===== config.mk =====
export PLATFORM = sky130hd
export DESIGN_NAME = twbm_master
export DESIGN_NICKNAME = d
export VERILOG_FILES = /design/src/core/twbm_sync.v /design/src/core/twbm_phase.v /design/src/core/twbm_master.v
export VERILOG_INCLUDE_DIRS = /design/src /design/src/core
export SDC_FILE = /design/constraint.sdc
export NUM_CORES = 1
export LEC_CHECK = 0
export BUFFER_PORTS_ARGS = -buffer_cell sky130_fd_sc_hd__buf_2
export CORE_ASPECT_RATIO = 1.4
export CORE_UTILIZATION = 60
export CTS_BUF_LIST = sky130_fd_sc_hd__clkbuf_16
export DETAILED_ROUTE_END_ITERATION = 8
export GPL_ROUTABILITY_DRIVEN = 0
export PLACE_DENSITY = 0.83
export SLEW_MARGIN = 30
export SYNTH_ARGS = -nofsm -noshare
export SYNTH_HDL_FRONTEND = slang
export SYNTH_SLANG_ARGS = --single-unit
export TNS_END_PERCENT = 20

===== constraint.sdc =====
create_clock -name sys_clk_i -period 8.15 [get_ports sys_clk_i]
set_input_delay 1.2225 -clock sys_clk_i [delete_from_list [all_inputs] [get_ports sys_clk_i]]
set_output_delay 1.2225 -clock sys_clk_i [all_outputs]
set_load 0.02 [all_outputs]

===== src/core/twbm_regs.vh =====
// Constants shared by the two-wire bus master core and its helpers.
// Assumes a single 100 MHz system clock and open-drain pads outside the core.
//
// How it works
// Every byte is 8 bits, MSB first, followed by one acknowledge slot.
// Any number of bytes may pass between START and STOP.
// START is data falling while clock stays high.
// STOP is data rising while clock stays high.
// Every transfer opens with START and closes with STOP.
// Lines are only pulled low or released; released lines float high.
// The master makes the serial clock from the programmed waveform settings.
// A holding write in write mode sends START, address, direction 0.
// On the ninth pulse the transmitter releases data for the acknowledge.
// A high data line at the acknowledge sets the sticky no-ack flag.
// After an acknowledged byte the holding byte moves to the shifter.
// Acknowledge sets transmit-ready; it stays until the next holding write.
// With no further holding byte the master sends STOP itself.
// Transfer-complete is set once the closing STOP has finished.
// The start command in read mode sends START, address, direction 1.
// Received bytes are acknowledged except the last, which is followed by STOP.
// A received byte fills receive holding and sets receive-ready until read.
// Software sets start and stop together for a single-byte read.
// Software issues stop after the next-to-last byte of a longer read.
// Reads with internal address write it first, then repeated START.
// Software picks 0 to 3 internal address bytes, 0 for none.
// For 10-bit slaves software uses one address byte and 11110 prefix.
// Each clock phase lasts divider times two to the exponent, plus 3.
// A no-ack during a read makes the master send STOP.
// Address size codes 00, 01, 10, 11 mean 0 to 3 bytes.
// Data changes only while clock is low and is sampled while high.
// Internal address bytes go MSB first after the address byte.
`ifndef TWBM_REGS_VH
`define TWBM_REGS_VH

`define TWBM_LAST_DATA_BIT 4'd7
`define TWBM_ACK_SLOT      4'd8
`define TWBM_PHASE_EXTRA   3
`define TWBM_WRITE_DIR     1'b0
`define TWBM_READ_DIR      1'b1
`define TWBM_LINE_IDLE     1'b1
`define TWBM_INTERNAL_ADDRESS_VALUE_NONE     2'b00
`define TWBM_INTERNAL_ADDRESS_VALUE_ONE      2'b01
`define TWBM_INTERNAL_ADDRESS_VALUE_TWO      2'b10
`define TWBM_INTERNAL_ADDRESS_VALUE_THREE    2'b11
`define TWBM_TX_HOLDING_READY_RST     1'b1
`define TWBM_TRANSFER_COMPLETE_FLAG_RST    1'b1
`define TWBM_ENABLE_RST    1'b0

`endif


===== src/core/twbm_sync.v =====
// Two-stage synchroniser for the sensed levels of the bus lines.
// Assumes the inputs are asynchronous pad levels; idle level is high.
`timescale 1ns/1ns
`include "twbm_regs.vh"

module twbm_sync #(
   parameter W = 2
) (
   input  wire         sys_clk_i,
   input  wire         reset_n_i,
   input  wire [W-1:0] async_i,
   output reg  [W-1:0] sync_o
);

   reg [W-1:0] meta;

   always @(posedge sys_clk_i or negedge reset_n_i) begin
      if (!reset_n_i) begin
         meta   <= {W{`TWBM_LINE_IDLE}};
         sync_o <= {W{`TWBM_LINE_IDLE}};
      end else begin
         meta   <= async_i;
         sync_o <= meta;
      end
   end

endmodule


===== src/core/twbm_phase.v =====
// Serial clock phase timer: counts one low or high phase of the bus clock.
// Assumes run drops or done fires between phases so each phase starts at zero.
`timescale 1ns/1ns
`include "twbm_regs.vh"

module twbm_phase #(
   parameter DIV_W = 8,
   parameter EXP_W = 3,
   parameter CNT_W = 16
) (
   input  wire             sys_clk_i,
   input  wire             reset_n_i,
   input  wire             run_i,
   input  wire             use_high_i,
   input  wire [DIV_W-1:0] low_div_i,
   input  wire [DIV_W-1:0] high_div_i,
   input  wire [EXP_W-1:0] exp_i,
   output wire             done_o
);

   reg  [CNT_W-1:0] count;
   wire [DIV_W-1:0] div_sel = use_high_i ? high_div_i : low_div_i;
   wire [CNT_W-1:0] scaled  = {{(CNT_W-DIV_W){1'b0}}, div_sel} << exp_i;
   wire [31:0]      extra   = `TWBM_PHASE_EXTRA;
   wire [CNT_W-1:0] target  = scaled + extra[CNT_W-1:0];

   assign done_o = run_i && (count == target - 1'b1);

   always @(posedge sys_clk_i or negedge reset_n_i) begin
      if (!reset_n_i) begin
         count <= {CNT_W{1'b0}};
      end else if (!run_i || done_o) begin
         count <= {CNT_W{1'b0}};
      end else begin
         count <= count + 1'b1;
      end
   end

endmodule


===== src/core/twbm_master.v =====
// Two-wire bus master: start/stop generation, address, internal address,
// byte transmit and receive with acknowledge, and status flags.
// Assumes open-drain pads outside; command and holding strobes come from
// logic on sys_clk_i and are one-cycle pulses.
`timescale 1ns/1ns
`include "twbm_regs.vh"

module twbm_master #(
   parameter DIV_W = 8,
   parameter EXP_W = 3,
   parameter CNT_W = 16
) (
   input  wire             sys_clk_i,
   input  wire             reset_n_i,
   input  wire             soft_reset_i,
   input  wire             master_enable_i,
   input  wire             master_disable_i,
   input  wire             start_cmd_i,
   input  wire             stop_cmd_i,
   input  wire             read_direction_select_i,
   input  wire [6:0]       device_address_field_i,
   input  wire [1:0]       internal_address_size_i,
   input  wire [23:0]      internal_address_value_i,
   input  wire [DIV_W-1:0] low_phase_divider_i,
   input  wire [DIV_W-1:0] high_phase_divider_i,
   input  wire [EXP_W-1:0] phase_prescale_exponent_i,
   input  wire             transmit_holding_wr_i,
   input  wire [7:0]       transmit_holding_i,
   input  wire             receive_holding_rd_i,
   input  wire             serial_clock_line_i,
   input  wire             serial_data_line_i,
   output reg              serial_clock_line_o,
   output reg              serial_clock_line_oe_o,
   output reg              serial_data_line_o,
   output reg              serial_data_line_oe_o,
   output reg  [7:0]       receive_holding_o,
   output reg              no_ack_flag_o,
   output reg              tx_holding_ready_o,
   output reg              rx_holding_ready_o,
   output reg              transfer_complete_flag_o
);

   localparam [3:0] ST_IDLE      = 4'd0;
   localparam [3:0] ST_SETUP     = 4'd1;
   localparam [3:0] ST_START     = 4'd2;
   localparam [3:0] ST_LOW       = 4'd3;
   localparam [3:0] ST_HIGH      = 4'd4;
   localparam [3:0] ST_STOP_LOW  = 4'd5;
   localparam [3:0] ST_STOP_HIGH = 4'd6;
   localparam [3:0] ST_STOP_END  = 4'd7;
   localparam [3:0] ST_RS_LOW    = 4'd8;

   localparam [1:0] PH_ADDR = 2'd0;
   localparam [1:0] PH_INTERNAL_ADDRESS_VALUE = 2'd1;
   localparam [1:0] PH_TX   = 2'd2;
   localparam [1:0] PH_RX   = 2'd3;

   reg  [3:0] state;
   reg  [1:0] phase;
   reg  [3:0] bit_cnt;
   reg  [7:0] shifter;
   reg  [7:0] holding;
   reg        hold_full;
   reg        rd_mode;
   reg        addr_rd;
   reg  [1:0] internal_address_value_left;
   reg  [23:0] internal_address_value_val;
   reg        stop_pend;
   reg        enabled;

   wire [1:0] lines_s;
   wire       scl_s = lines_s[1];
   wire       sda_s = lines_s[0];
   wire       phase_done;
   wire       timer_run;
   wire       high_state;
   wire       ack_ok = ~sda_s;
   wire       sda_want;

   // Selects one internal address byte, the highest remaining first.
   function [7:0] internal_address_value_byte;
      input [23:0] v;
      input [1:0]  n;
      begin
         case (n)
            `TWBM_INTERNAL_ADDRESS_VALUE_THREE: internal_address_value_byte = v[23:16];
            `TWBM_INTERNAL_ADDRESS_VALUE_TWO:   internal_address_value_byte = v[15:8];
            default:          internal_address_value_byte = v[7:0];
         endcase
      end
   endfunction

   // States in which the master holds the serial clock low.
   function is_low_state;
      input [3:0] s;
      begin
         is_low_state = (s == ST_LOW) || (s == ST_STOP_LOW) || (s == ST_RS_LOW);
      end
   endfunction

   twbm_sync #(
      .W (2)
   ) u_sync (
      .sys_clk_i (sys_clk_i),
      .reset_n_i (reset_n_i),
      .async_i   ({serial_clock_line_i, serial_data_line_i}),
      .sync_o    (lines_s)
   );

   // High phases only count while the line is really high, which also
   // lets a slave stretch the clock.
   assign high_state = (state == ST_SETUP) || (state == ST_START) ||
                       (state == ST_HIGH) || (state == ST_STOP_HIGH) ||
                       (state == ST_STOP_END);
   assign timer_run  = is_low_state(state) || (high_state && scl_s);

   twbm_phase #(
      .DIV_W (DIV_W),
      .EXP_W (EXP_W),
      .CNT_W (CNT_W)
   ) u_phase (
      .sys_clk_i  (sys_clk_i),
      .reset_n_i  (reset_n_i),
      .run_i      (timer_run),
      .use_high_i (high_state),
      .low_div_i  (low_phase_divider_i),
      .high_div_i (high_phase_divider_i),
      .exp_i      (phase_prescale_exponent_i),
      .done_o     (phase_done)
   );

   // Data pulled low for a 0 bit or for the master's own acknowledge.
   assign sda_want = (bit_cnt == `TWBM_ACK_SLOT) ?
                     ((phase == PH_RX) && !stop_pend) :
                     ((phase != PH_RX) && !shifter[7]);

   // Open-drain pads: output value is always low, only the enable moves.
   always @(posedge sys_clk_i or negedge reset_n_i) begin
      if (!reset_n_i) begin
         serial_clock_line_o    <= 1'b0;
         serial_data_line_o     <= 1'b0;
         serial_clock_line_oe_o <= 1'b0;
         serial_data_line_oe_o  <= 1'b0;
      end else if (soft_reset_i) begin
         serial_clock_line_o    <= 1'b0;
         serial_data_line_o     <= 1'b0;
         serial_clock_line_oe_o <= 1'b0;
         serial_data_line_oe_o  <= 1'b0;
      end else begin
         serial_clock_line_o    <= 1'b0;
         serial_data_line_o     <= 1'b0;
         serial_clock_line_oe_o <= is_low_state(state);
         case (state)
            ST_START, ST_STOP_HIGH: begin
               serial_data_line_oe_o <= 1'b1;
            end
            ST_LOW: begin
               // Data moves only once the clock is already held low.
               if (serial_clock_line_oe_o) begin
                  serial_data_line_oe_o <= sda_want;
               end
            end
            ST_STOP_LOW: begin
               if (serial_clock_line_oe_o) begin
                  serial_data_line_oe_o <= 1'b1;
               end
            end
            ST_RS_LOW: begin
               if (serial_clock_line_oe_o) begin
                  serial_data_line_oe_o <= 1'b0;
               end
            end
            ST_IDLE, ST_SETUP, ST_STOP_END: begin
               serial_data_line_oe_o <= 1'b0;
            end
            default: begin
               serial_data_line_oe_o <= serial_data_line_oe_o;
            end
         endcase
      end
   end

   always @(posedge sys_clk_i or negedge reset_n_i) begin
      if (!reset_n_i) begin
         state                    <= ST_IDLE;
         phase                    <= PH_ADDR;
         bit_cnt                  <= 4'd0;
         shifter                  <= 8'h00;
         holding                  <= 8'h00;
         hold_full                <= 1'b0;
         rd_mode                  <= 1'b0;
         addr_rd                  <= 1'b0;
         internal_address_value_left                <= `TWBM_INTERNAL_ADDRESS_VALUE_NONE;
         internal_address_value_val                 <= 24'h000000;
         stop_pend                <= 1'b0;
         enabled                  <= `TWBM_ENABLE_RST;
         receive_holding_o        <= 8'h00;
         no_ack_flag_o            <= 1'b0;
         tx_holding_ready_o       <= `TWBM_TX_HOLDING_READY_RST;
         rx_holding_ready_o       <= 1'b0;
         transfer_complete_flag_o <= `TWBM_TRANSFER_COMPLETE_FLAG_RST;
      end else if (soft_reset_i) begin
         state                    <= ST_IDLE;
         phase                    <= PH_ADDR;
         bit_cnt                  <= 4'd0;
         shifter                  <= 8'h00;
         holding                  <= 8'h00;
         hold_full                <= 1'b0;
         rd_mode                  <= 1'b0;
         addr_rd                  <= 1'b0;
         internal_address_value_left                <= `TWBM_INTERNAL_ADDRESS_VALUE_NONE;
         internal_address_value_val                 <= 24'h000000;
         stop_pend                <= 1'b0;
         enabled                  <= `TWBM_ENABLE_RST;
         receive_holding_o        <= 8'h00;
         no_ack_flag_o            <= 1'b0;
         tx_holding_ready_o       <= `TWBM_TX_HOLDING_READY_RST;
         rx_holding_ready_o       <= 1'b0;
         transfer_complete_flag_o <= `TWBM_TRANSFER_COMPLETE_FLAG_RST;
      end else begin
         if (master_enable_i && !master_disable_i) begin
            enabled                  <= 1'b1;
            transfer_complete_flag_o <= 1'b1;
         end else if (master_disable_i) begin
            enabled <= 1'b0;
         end
         if (stop_cmd_i) begin
            stop_pend <= 1'b1;
         end
         if (receive_holding_rd_i) begin
            rx_holding_ready_o <= 1'b0;
         end

         case (state)
            ST_IDLE: begin
               bit_cnt <= 4'd0;
               if (enabled && ((!read_direction_select_i && hold_full) ||
                               (read_direction_select_i && start_cmd_i))) begin
                  // A read with internal address opens in write direction.
                  addr_rd   <= read_direction_select_i &&
                               (internal_address_size_i == `TWBM_INTERNAL_ADDRESS_VALUE_NONE);
                  shifter   <= {device_address_field_i,
                                read_direction_select_i &&
                                (internal_address_size_i == `TWBM_INTERNAL_ADDRESS_VALUE_NONE)};
                  rd_mode   <= read_direction_select_i;
                  internal_address_value_left <= internal_address_size_i;
                  internal_address_value_val  <= internal_address_value_i;
                  stop_pend <= stop_cmd_i;
                  phase     <= PH_ADDR;
                  no_ack_flag_o            <= 1'b0;
                  transfer_complete_flag_o <= 1'b0;
                  state     <= ST_SETUP;
               end
            end

            ST_SETUP: begin
               if (phase_done) begin
                  state <= ST_START;
               end
            end

            ST_START: begin
               if (phase_done) begin
                  bit_cnt <= 4'd0;
                  state   <= ST_LOW;
               end
            end

            ST_LOW: begin
               if (phase_done) begin
                  state <= ST_HIGH;
               end
            end

            ST_HIGH: begin
               if (phase_done && bit_cnt != `TWBM_ACK_SLOT) begin
                  // Sampled at the end of the high phase, MSB first.
                  shifter <= {shifter[6:0], sda_s};
                  bit_cnt <= bit_cnt + 1'b1;
                  state   <= ST_LOW;
                  if (phase == PH_RX && bit_cnt == `TWBM_LAST_DATA_BIT) begin
                     receive_holding_o  <= {shifter[6:0], sda_s};
                     rx_holding_ready_o <= 1'b1;
                  end
               end else if (phase_done) begin
                  bit_cnt <= 4'd0;
                  state   <= ST_LOW;
                  if (phase == PH_RX) begin
                     // Own acknowledge driven: keep reading; otherwise stop.
                     if (!serial_data_line_oe_o) begin
                        state <= ST_STOP_LOW;
                     end
                  end else if (!ack_ok) begin
                     // A waiting holding byte is dropped so that no new START follows without a write.
                     no_ack_flag_o <= 1'b1;
                     hold_full     <= 1'b0;
                     state         <= ST_STOP_LOW;
                  end else if (internal_address_value_left != `TWBM_INTERNAL_ADDRESS_VALUE_NONE && phase != PH_TX) begin
                     shifter   <= internal_address_value_byte(internal_address_value_val, internal_address_value_left);
                     internal_address_value_left <= internal_address_value_left - 1'b1;
                     phase     <= PH_INTERNAL_ADDRESS_VALUE;
                  end else if (rd_mode && addr_rd) begin
                     phase <= PH_RX;
                  end else if (rd_mode) begin
                     shifter <= {device_address_field_i, `TWBM_READ_DIR};
                     addr_rd <= 1'b1;
                     phase   <= PH_ADDR;
                     state   <= ST_RS_LOW;
                  end else begin
                     tx_holding_ready_o <= 1'b1;
                     if (hold_full) begin
                        shifter   <= holding;
                        hold_full <= 1'b0;
                        phase     <= PH_TX;
                     end else begin
                        state <= ST_STOP_LOW;
                     end
                  end
               end
            end

            ST_RS_LOW: begin
               if (phase_done) begin
                  state <= ST_SETUP;
               end
            end

            ST_STOP_LOW: begin
               if (phase_done) begin
                  state <= ST_STOP_HIGH;
               end
            end

            ST_STOP_HIGH: begin
               if (phase_done) begin
                  state <= ST_STOP_END;
               end
            end

            ST_STOP_END: begin
               if (phase_done) begin
                  stop_pend                <= stop_cmd_i;
                  transfer_complete_flag_o <= 1'b1;
                  state                    <= ST_IDLE;
               end
            end

            default: begin
               state <= ST_IDLE;
            end
         endcase

         // A new holding byte wins over a move taken in the same cycle.
         if (transmit_holding_wr_i) begin
            holding            <= transmit_holding_i;
            hold_full          <= 1'b1;
            tx_holding_ready_o <= 1'b0;
         end
      end
   end

endmodule


==> results of run 1 <==
==> routing by layer <==
| layer | share of wire | global-route usage | vias up |
|---|---|---|---|
| met5 | 0 | 0 | - |
| met4 | 0.038 | 0.163 | 0 |
| met3 | 0.068 | 0.0493 | 65 |
| met2 | 0.52 | 0.593 | 354 |
| met1 | 0.37 | 0.376 | 3029 |
| li1 | - | - | 2944 |
==> flip-flops by register name (all words and copies together), names as in the netlist <==
register	flops
addr_rd	1
bit_cnt	4
enabled	1
hold_full	1
holding	8
internal_address_value_left	2
internal_address_value_val	24
no_ack_flag_o	1
phase	2
rd_mode	1
receive_holding_o	8
rx_holding_ready_o	1
serial_clock_line_oe_o	1
serial_data_line_oe_o	1
shifter	8
state	4
stop_pend	1
transfer_complete_flag_o	1
tx_holding_ready_o	1
u_phase.count	16
u_sync.meta	2
u_sync.sync_o	2
==> cells in the mapped netlist (3+ instances only) <==
| library cell | instances | area share |
|---|---|---|
| clkbuf_1 | 45 | 0.026 |
| o22ai_1 | 6 | 0.0058 |
| dfstp_2 | 6 | 0.024 |
| mux2_2 | 8 | 0.014 |
| or3b_1 | 8 | 0.011 |
| mux4_2 | 4 | 0.014 |
| nor2_1 | 81 | 0.047 |
| a21o_1 | 5 | 0.0058 |
| a21oi_1 | 63 | 0.049 |
| xor2_1 | 14 | 0.019 |
| mux2i_1 | 13 | 0.020 |
| o2111ai_1 | 5 | 0.0068 |
| nor3_1 | 11 | 0.0085 |
| ha_1 | 7 | 0.014 |
| nand3_1 | 32 | 0.025 |
| a31o_2 | 3 | 0.0041 |
| o211ai_1 | 13 | 0.015 |
| inv_1 | 20 | 0.012 |
| a221oi_1 | 3 | 0.0041 |
| nand2_1 | 93 | 0.054 |
| dfrtp_1 | 85 | 0.33 |
| a22oi_1 | 10 | 0.012 |
| nand2b_1 | 13 | 0.013 |
| and3_1 | 13 | 0.013 |
| buf_2 | 5 | 0.0039 |
| xnor2_1 | 18 | 0.024 |
| o31ai_1 | 4 | 0.0046 |
| a31oi_1 | 23 | 0.022 |
| o21ai_0 | 37 | 0.029 |
| nand4_1 | 19 | 0.018 |
| a211oi_1 | 12 | 0.014 |
| o41ai_1 | 8 | 0.011 |
| a311oi_1 | 6 | 0.0081 |
| nor2b_1 | 11 | 0.011 |
| a221o_1 | 8 | 0.012 |
==> how the worst max path moves through the flow <==
stage                                  end  cells after the start
floorplan           shifter[7]$_DFFE_PN0P_                     14
global placement      state[3]$_DFFE_PN0P_                     15
detailed placement    state[3]$_DFFE_PN0P_                     16
CTS                 bit_cnt[0]$_DFFE_PN0P_                     15
global route        shifter[3]$_DFFE_PN0P_                     14
finish              bit_cnt[0]$_DFFE_PN0P_                     15
==> area by class of cell <==
| cell class | count | share of cell area |
|---|---|---|
| Tap cell | 138 | 0.0241 |
| Multi-Input combinational cell | 610 | 0.541 |
| Clock inverter | 7 | 0.00785 |
| Sequential cell | 91 | 0.319 |
| Timing Repair Buffer | 91 | 0.0660 |
| Inverter | 21 | 0.0110 |
| Clock buffer | 9 | 0.0314 |
==> power by group <==
group	switching [uW]	internal, uW
Sequential	43.1	475
Clock	188	208
Combinational	351	210
==> cells by family after synthesis <==
kind of cell / count (synthesis)
flip-flops: 91
AO/OA/AOI/OAI: 231
buffers and inverters: 77
adder cells (fa/ha/maj): 7
multiplexers: 26
other: 1
XOR/XNOR: 35
AND/OR/NAND/NOR: 309
==> per-stage QoR <==
step | total power [uW] | std cells | hold slack, ns | instance area (um^2)
global placement | 1050 | 951 | 0.346 | 6890
finish | 1470 | 967 | 0.359 | 7170
CTS | 1460 | 967 | 0.358 | 7170
detailed placement | 1070 | 951 | 0.349 | 6890
floorplan | 934 | 778 | 0.345 | 6480
global route | 1550 | 967 | 0.363 | 7170
==> critical path: stages (launching register included) <==
cell and delay (ns):
dfrtp_1 0.72, nor3_2 0.80, o21ai_0 0.34, a311oi_1 0.50
a31oi_1 0.08, nor2_1 0.13, ha_1 0.26, xor2_1 0.17
nor2_1 0.15, o211ai_1 0.12, nor4bb_1 0.29, o2111ai_1 0.23
or3_1 0.52, nor4_4 0.74, a21oi_1 0.18, a311oi_1 0.29
==> impl_metrics.tcl, run 1 <==
set metrics [dict create \
    finClkSkew_ns 0.00935 \
    power_per_cell_area_mw_per_mm2 206 \
    coreArea_mm2 0.0105 \
    grt_max_degree 72 \
    ys_async_sr_fraction 1.00 \
    drtIter0Drc 559 \
    post_cts_buffers 0 \
    tightestPinTransition_ns 0.925 \
    cts_buffers 9 \
    fin_crit_sh 0.692 \
    hold_path_depth 0 \
    slew_violations 0 \
    grt_pass1_wl_um 30100 \
    rsz0062_at_grt "no" \
    postLayoutSetupSlackWorst_ns 2.51 \
    yosysUniqueCellTypes 83 \
    synth_area_mm2 0.00648 \
    drt_wl_total_um 18000 \
    synth_top_family_by_area "compound AO/OA/AOI/OAI gates" \
    ys_warn_count 0 \
    die-area_mm2 0.0112 \
    fin_util 0.686 \
    grt_pass1_vias 6495 \
    clock_latency_ns 0.35 \
    required_ns 8.39 \
    end_kind "flop" \
    syn_avg_cell_area_um2 8.34 \
    num_vias 6392 \
    ant_nets 0 \
    area_growth_pct 10.7 \
    gr-usage-all-layers 0.328 \
    final_common_cell "nand2_1" \
    dieWidth_um 89.8 \
    worstSetupPathType "reg2reg" \
    yosys.area_share.adder 0.0135 \
    clockBufferDepth 2 \
    hold_end "u_sync.sync_o[1]$_DFF_PN1_" \
    cts_tree "done" \
    postCtsHoldBufs 0 \
    r2r_cells 15 \
    critPathArrivalTime_ns 5.88 \
    synth_compound_area_frac 0.242 \
    worst-path-max-fanout 29 \
    vias_per_cell 6.61 \
    drv_cap 0 \
    min-delay-start "u_sync.meta[1]$_DFF_PN1_" \
    cts-root-buf "clkbuf_16" \
    hold_viol 0 \
    r2r_slack_ns 2.51 \
    cts_resized 0 \
    place_ws_ns 2.54 \
    hold_class "reg2reg" \
    multi_input_area_mm2 0.00388 \
    htree_levels 3 \
    drive_gt1_frac 0.175 \
    finalSetupTns_ns 0 \
    yosysSeqAreaShare 0.353 \
    cts_sinks 91 \
    initial_core_util 0.619 \
    max_freq_ghz 0.177 \
    muxShareOfSynthArea 0.0496 \
    nNetsFinal 903 \
    synthSimpleGateAreaFrac 0.240 \
    status "finished clean" \
    max-slew-margin-rel 0.383 \
    reg2reg_from "state[1]$_DFFE_PN0P_" \
    ys_ff_latch 91 \
    synth_edf_count 0 \
    fillers 881 \
    num_rows 44 \
    pin_count 88 \
    yosys.area_share.xor_xnor 0.0527 \
    diodes 0 \
    r2r-end "bit_cnt[0]$_DFFE_PN0P_" \
    seq_area_mm2 0.00229 \
    cts.clk_slew.worst_paths_ns 0.07 \
    grt_overflow 0 \
    synthCells 777 \
    die_height_um 125 \
    cp-start-kind "flop" \
    p_leak_uw 0.00303 \
    wl_per_cell_um 18.6 \
    synthFlopType "dfrtp_1" \
    dp_hpwl_um 12800 \
    final_cell_mix "nand2_1, dfrtp_1, buf_2" \
    finalSetupViolCount 0 \
    port_buffers 85 \
    drc 0 \
    critPathLaunch "state[1]$_DFFE_PN0P_" \
    antenna_found_initial 0 \
    irDropWorstVdd_uv 172 \
    fin_crit_ns 5.64 \
    dr.pass1.iters 6 \
]
Note: power is estimated with default switching activity, not from simulation.
==> run 2, diff against run 1 <==
CORE_UTILIZATION = 53   (was 60)
PLACE_DENSITY = 0.77   (was 0.83)
clock period = 4.7 ns   (was 8.15 ns; I/O delays follow)
==> impl_metrics.tcl, run 2 (synthesis results as in run 1) <==
set metrics [dict create \
    pin_count 88 \
    grt_pass1_wl_um 30700 \
    initial_core_util 0.545 \
    htree_levels 3 \
    r2r_slack_ns 0.13 \
    nNetsFinal 944 \
    slew_violations 0 \
    tightestPinTransition_ns 0.894 \
    final_common_cell "nand2_1" \
    fin_crit_sh 0.972 \
    num_vias 6512 \
    ant_nets 0 \
    die-area_mm2 0.0127 \
    status "finished clean" \
    dp_hpwl_um 13600 \
    largest_reg_flops 24 \
    cts_buffers 9 \
    fillers 1014 \
    gr-usage-all-layers 0.306 \
    required_ns 4.93 \
    r2r_cells 15 \
    finClkSkew_ns 0.0120 \
    cp-start-kind "flop" \
    drt_wl_total_um 18600 \
    worstSetupPathType "reg2reg" \
    cts.clk_slew.worst_paths_ns 0.08 \
    clockBufferDepth 2 \
    num_rows 47 \
    diodes 0 \
    crit_end "shifter[3]$_DFFE_PN0P_" \
    dr.pass1.iters 6 \
    drc 0 \
    critPathArrivalTime_ns 4.80 \
    max-slew-margin-rel 0.402 \
    irDropWorstVdd_uv 264 \
    cts_tree "done" \
    clock_latency_ns 0.35 \
    whs_ns 0.358 \
    max_freq_ghz 0.219 \
    coreArea_mm2 0.0119 \
    grt_max_degree 71 \
    die_height_um 133 \
    hold_class "reg2reg" \
    power_per_cell_area_mw_per_mm2 363 \
    drv_cap 0 \
    vias_per_cell 6.40 \
    p_leak_uw 0.00327 \
    multi_input_area_mm2 0.00394 \
    finalSetupViolCount 0 \
    reg.largest.list "internal_address_value_val x24, u_phase.count x16" \
    seq_area_mm2 0.00229 \
    cts_sinks 91 \
    worst-path-max-fanout 9 \
    dieWidth_um 95.4 \
    fin_util 0.639 \
    reg2reg_from "state[3]$_DFFE_PN0P_" \
    grt_overflow 0 \
    fin_crit_ns 4.57 \
    hold_viol 0 \
    cts-root-buf "clkbuf_16" \
    port_buffers 85 \
    drtIter0Drc 446 \
    final_cell_mix "nand2_1, buf_2, dfrtp_1" \
    drive_gt1_frac 0.226 \
    end_kind "flop" \
    grt_pass1_vias 6511 \
    postCtsHoldBufs 0 \
    critPathLaunch "state[3]$_DFFE_PN0P_" \
    antenna_found_initial 0 \
    top_register "internal_address_value_val" \
    wl_per_cell_um 18.3 \
    area_growth_pct 17.1 \
    r2r-end "shifter[3]$_DFFE_PN0P_" \
]
==> run 2: cell types whose count changed in the layout (fill, tap and decap cells not counted), sizes merged <==
cell      previous run  this run
buf                 91       131
clkbuf               9        10
inv                 20        23
clkinvlp             3         0
==> run 2: how the worst min path moves through the flow <==
stage	start	end	cells after the start
finish	u_sync.meta[0]$_DFF_PN1_	u_sync.sync_o[0]$_DFF_PN1_	0
global route	u_sync.meta[0]$_DFF_PN1_	u_sync.sync_o[0]$_DFF_PN1_	0
CTS	u_sync.meta[0]$_DFF_PN1_	u_sync.sync_o[0]$_DFF_PN1_	0
detailed placement	u_sync.meta[0]$_DFF_PN1_	u_sync.sync_o[0]$_DFF_PN1_	0
global placement	u_sync.meta[1]$_DFF_PN1_	u_sync.sync_o[1]$_DFF_PN1_	0
floorplan	u_sync.meta[0]$_DFF_PN1_	u_sync.sync_o[0]$_DFF_PN1_	0
==> run 2: area by class of cell <==
type	instances	share of cell area
flip-flops and latches	91	0.302
well taps	147	0.0242
repair buffers	132	0.105
clock inverters	7	0.0104
inverters	21	0.0104
clock buffers	9	0.0297
multi-input cells	610	0.519
==> run 2: power by group <==
part / internal, uW / switching (uW)
Sequential: 825 / 47.4
Combinational: 460 / 693
Clock: 377 / 351
==> run 2: per-stage QoR <==
stage / area [um^2] / cells / setup TNS [ns] / power [uW] / setup WS (ns)
after floorplan: 6480 / 778 / 0 / 1620 / 0.156
after global placement: 7200 / 998 / 0 / 1930 / 0.0233
after detailed placement: 7200 / 998 / -0.672 / 1980 / -0.123
after CTS: 7510 / 1014 / 0 / 2700 / 0.0811
after global routing: 7590 / 1017 / -0.0106 / 2890 / -0.0106
final: 7590 / 1017 / 0 / 2750 / 0.132
==> run 2: layer usage <==
metal | track usage | share of wire | up-vias
met5 | 0 | 0 | -
met2 | 0.524 | 0.51 | 305
met1 | 0.356 | 0.38 | 3105
li1 | - | - | 3028
met4 | 0.162 | 0.047 | 0
met3 | 0.0534 | 0.063 | 74
==> run 2: repair_timing <==
| item | 4_1_cts | 5_1_grt |
|---|---|---|
| gates resized for setup | 1 | 12 |
| endpoints found under the setup margin | 2 | 30 |
| pin swaps | 0 | 4 |
| setup buffers | 0 | 3 |
==> run 2: worst max-delay path, cell delays in order, from the launching register on <==
cell	delay, ns
dfrtp_1	0.50
or3b_1	0.40
a221o_1	0.40
a311oi_2	0.30
a31oi_1	0.08
nor2_1	0.11
ha_1	0.17
o211ai_1	0.15
a2111oi_4	0.37
o21a_4	0.21
o21ai_0	0.08
or4b_1	0.62
nor3_4	0.25
buf_12	0.15
mux2_2	0.32
o41ai_1	0.34
==> run 3, diff against run 2 <==
GPL_TIMING_DRIVEN = 0   (was not set)
==> impl_metrics.tcl, run 3 (synthesis results as in run 1) <==
set metrics [dict create \
    vias_per_cell 6.62 \
    status "finished clean" \
    final_cell_mix "nand2_1, buf_2, dfrtp_1" \
    die_height_um 133 \
    max-slew-margin-rel 0.400 \
    coreArea_mm2 0.0119 \
    cts_buffers 9 \
    critPathArrivalTime_ns 4.90 \
    p_leak_uw 0.00339 \
    irDropWorstVdd_uv 278 \
    htree_levels 3 \
    internal_power_uw 1680 \
    drv_cap 0 \
    reg2reg_from "state[2]$_DFFE_PN0P_" \
    fin_util 0.668 \
    power_per_cell_area_mw_per_mm2 359 \
    seq_power_share 0.300 \
    diodes 0 \
    drt_wl_total_um 20600 \
    port_buffers 82 \
    dieWidth_um 95.4 \
    grt_overflow 0 \
    worstSetupPathType "reg2reg" \
    slowest_delay_ns 0.55 \
    crit_chain "buf_6, or3b_1, a221o_1, a311oi_4, a31oi_4, nor2_2, ha_4, o211ai_1, a2111oi_4, buf_4, buf_4, xnor2_4, or4b_4, nor3_4, buf_12, mux2_2, o41ai_2" \
    drtIter0Drc 552 \
    required_ns 4.94 \
    placed_cell_area_mm2 0.00711 \
    top_register "internal_address_value_val" \
    pwr-share-clk 0.259 \
    wl_per_cell_um 19.7 \
    max_freq_ghz 0.214 \
    hold_class "in2async" \
    dp_hpwl_um 14800 \
    p_switching_uw 1170 \
    clock_latency_ns 0.35 \
    num_rows 47 \
    grt_pass1_vias 6659 \
    rsz0062_at_grt "yes" \
    fin_crit_sh 0.993 \
    ant_nets 0 \
    clockBufferDepth 2 \
    final_common_cell "nand2_1" \
    initial_core_util 0.545 \
    cts-root-buf "clkbuf_16" \
    num_vias 6936 \
    die-area_mm2 0.0127 \
    postCtsHoldBufs 0 \
    cp-start-kind "flop" \
    cpMaxStageDelayCell "or4b_4" \
    cts_tree "done" \
    cts.clk_slew.worst_paths_ns 0.07 \
    area_growth_pct 22.5 \
    slew_violations 0 \
    finalSetupViolCount 0 \
    largest_reg_flops 24 \
    gr-usage-all-layers 0.320 \
    r2r_cells 17 \
    nNetsFinal 975 \
    drc 0 \
    drive_gt1_frac 0.235 \
    combPwrFrac 0.441 \
    r2r_slack_ns 0.03 \
    hold_viol 0 \
    cpMostUsedCell "buf_4" \
    tightestPinTransition_ns 0.897 \
    antenna_found_initial 0 \
    fin_crit_ns 4.67 \
    final_area_mm2 0.00794 \
    finClkSkew_ns 0.0107 \
    finalSetupTns_ns 0 \
    end_kind "flop" \
    grt_pass1_wl_um 31700 \
    pin_count 88 \
    critPathLaunch "state[2]$_DFFE_PN0P_" \
    swShare 0.412 \
    fin_total_pwr_uw 2850 \
    reg.largest.list "internal_address_value_val x24, u_phase.count x16" \
    cts_sinks 91 \
    grt_max_degree 61 \
    dr.pass1.iters 6 \
    worst-path-max-fanout 8 \
]
-- run 3: cell count changes in the layout (fill, tap and decap cells not counted), sizes merged --
cell / change
clkbuf: +41
buf: -10
clkinv: -1
inv: +1
-- run 3: routing by layer --
layer,vias to the layer above,part of all wire,track usage
li1,3093,-,-
met1,3279,0.36,0.362
met2,420,0.51,0.553
met3,144,0.065,0.0603
met4,0,0.063,0.180
met5,-,0,0
-- run 3: metrics by stage --
stage               worst slack (ns)  hold WS [ns]  cells
floorplan                      0.156         0.345    778
global placement              -0.469         0.346   1007
detailed placement            -0.705         0.347   1008
CTS                           0.0121         0.241   1029
global route                  -0.135         0.258   1048
finish                        0.0339         0.246   1048
-- run 3: worst paths after layout --
path                                                               to
max reg2reg                                    shifter[6]$_DFFE_PN0P_
min                                        u_phase.count[7]$_DFF_PN0_
min in group sys_clk_i                     u_sync.sync_o[0]$_DFF_PN1_
max in group asynchronous  internal_address_value_val[23]$_DFFE_PN0P_
max                                            shifter[6]$_DFFE_PN0P_
min reg2reg                                u_sync.sync_o[0]$_DFF_PN1_
-- run 3: area by class of cell --
cell class                      count  area, um^2
Tap cell                          147         184
Clock buffer                        9         225
Multi-Input combinational cell    610        4190
Inverter                           21        78.8
Timing Repair Buffer              108         648
Fill cell                         982        3940
Clock inverter                      7        78.8
Sequential cell                    91        2280
Buffer                             55         249
-- run 3: power by group through the flow --
| stage | combinational [uW] | sequential, uW | clock (uW) |
|---|---|---|---|
| 3_3_place_gp | 991 | 868 | 0 |
| 5_1_grt | 1340 | 860 | 781 |
| 6_report | 1260 | 856 | 737 |
| 4_1_cts | 1060 | 855 | 745 |
| 2_1_floorplan | 753 | 866 | 0 |
| 3_5_place_dp | 1030 | 870 | 0 |
-- run 3: what timing repair did --
action | CTS | global route
gates cloned | 0 | 0
pin swaps | 5 | 47
hold endpoints to repair | 0 | 0
setup endpoints to repair | 43 | 45
setup buffers | 6 | 19
resized for setup | 17 | 50
-- run 3: worst max-delay path: cells and delay by family, from the launching register on --
| kind | cells | cell delay [ns] |
|---|---|---|
| XOR/XNOR | 1 | 0.08 |
| buffers and inverters | 4 | 0.60 |
| AO/OA/AOI/OAI | 6 | 1.67 |
| adder cells (fa/ha/maj) | 1 | 0.17 |
| AND/OR/NAND/NOR | 4 | 1.28 |
| multiplexers | 1 | 0.34 |
| flip-flops | 1 | 0.40 |
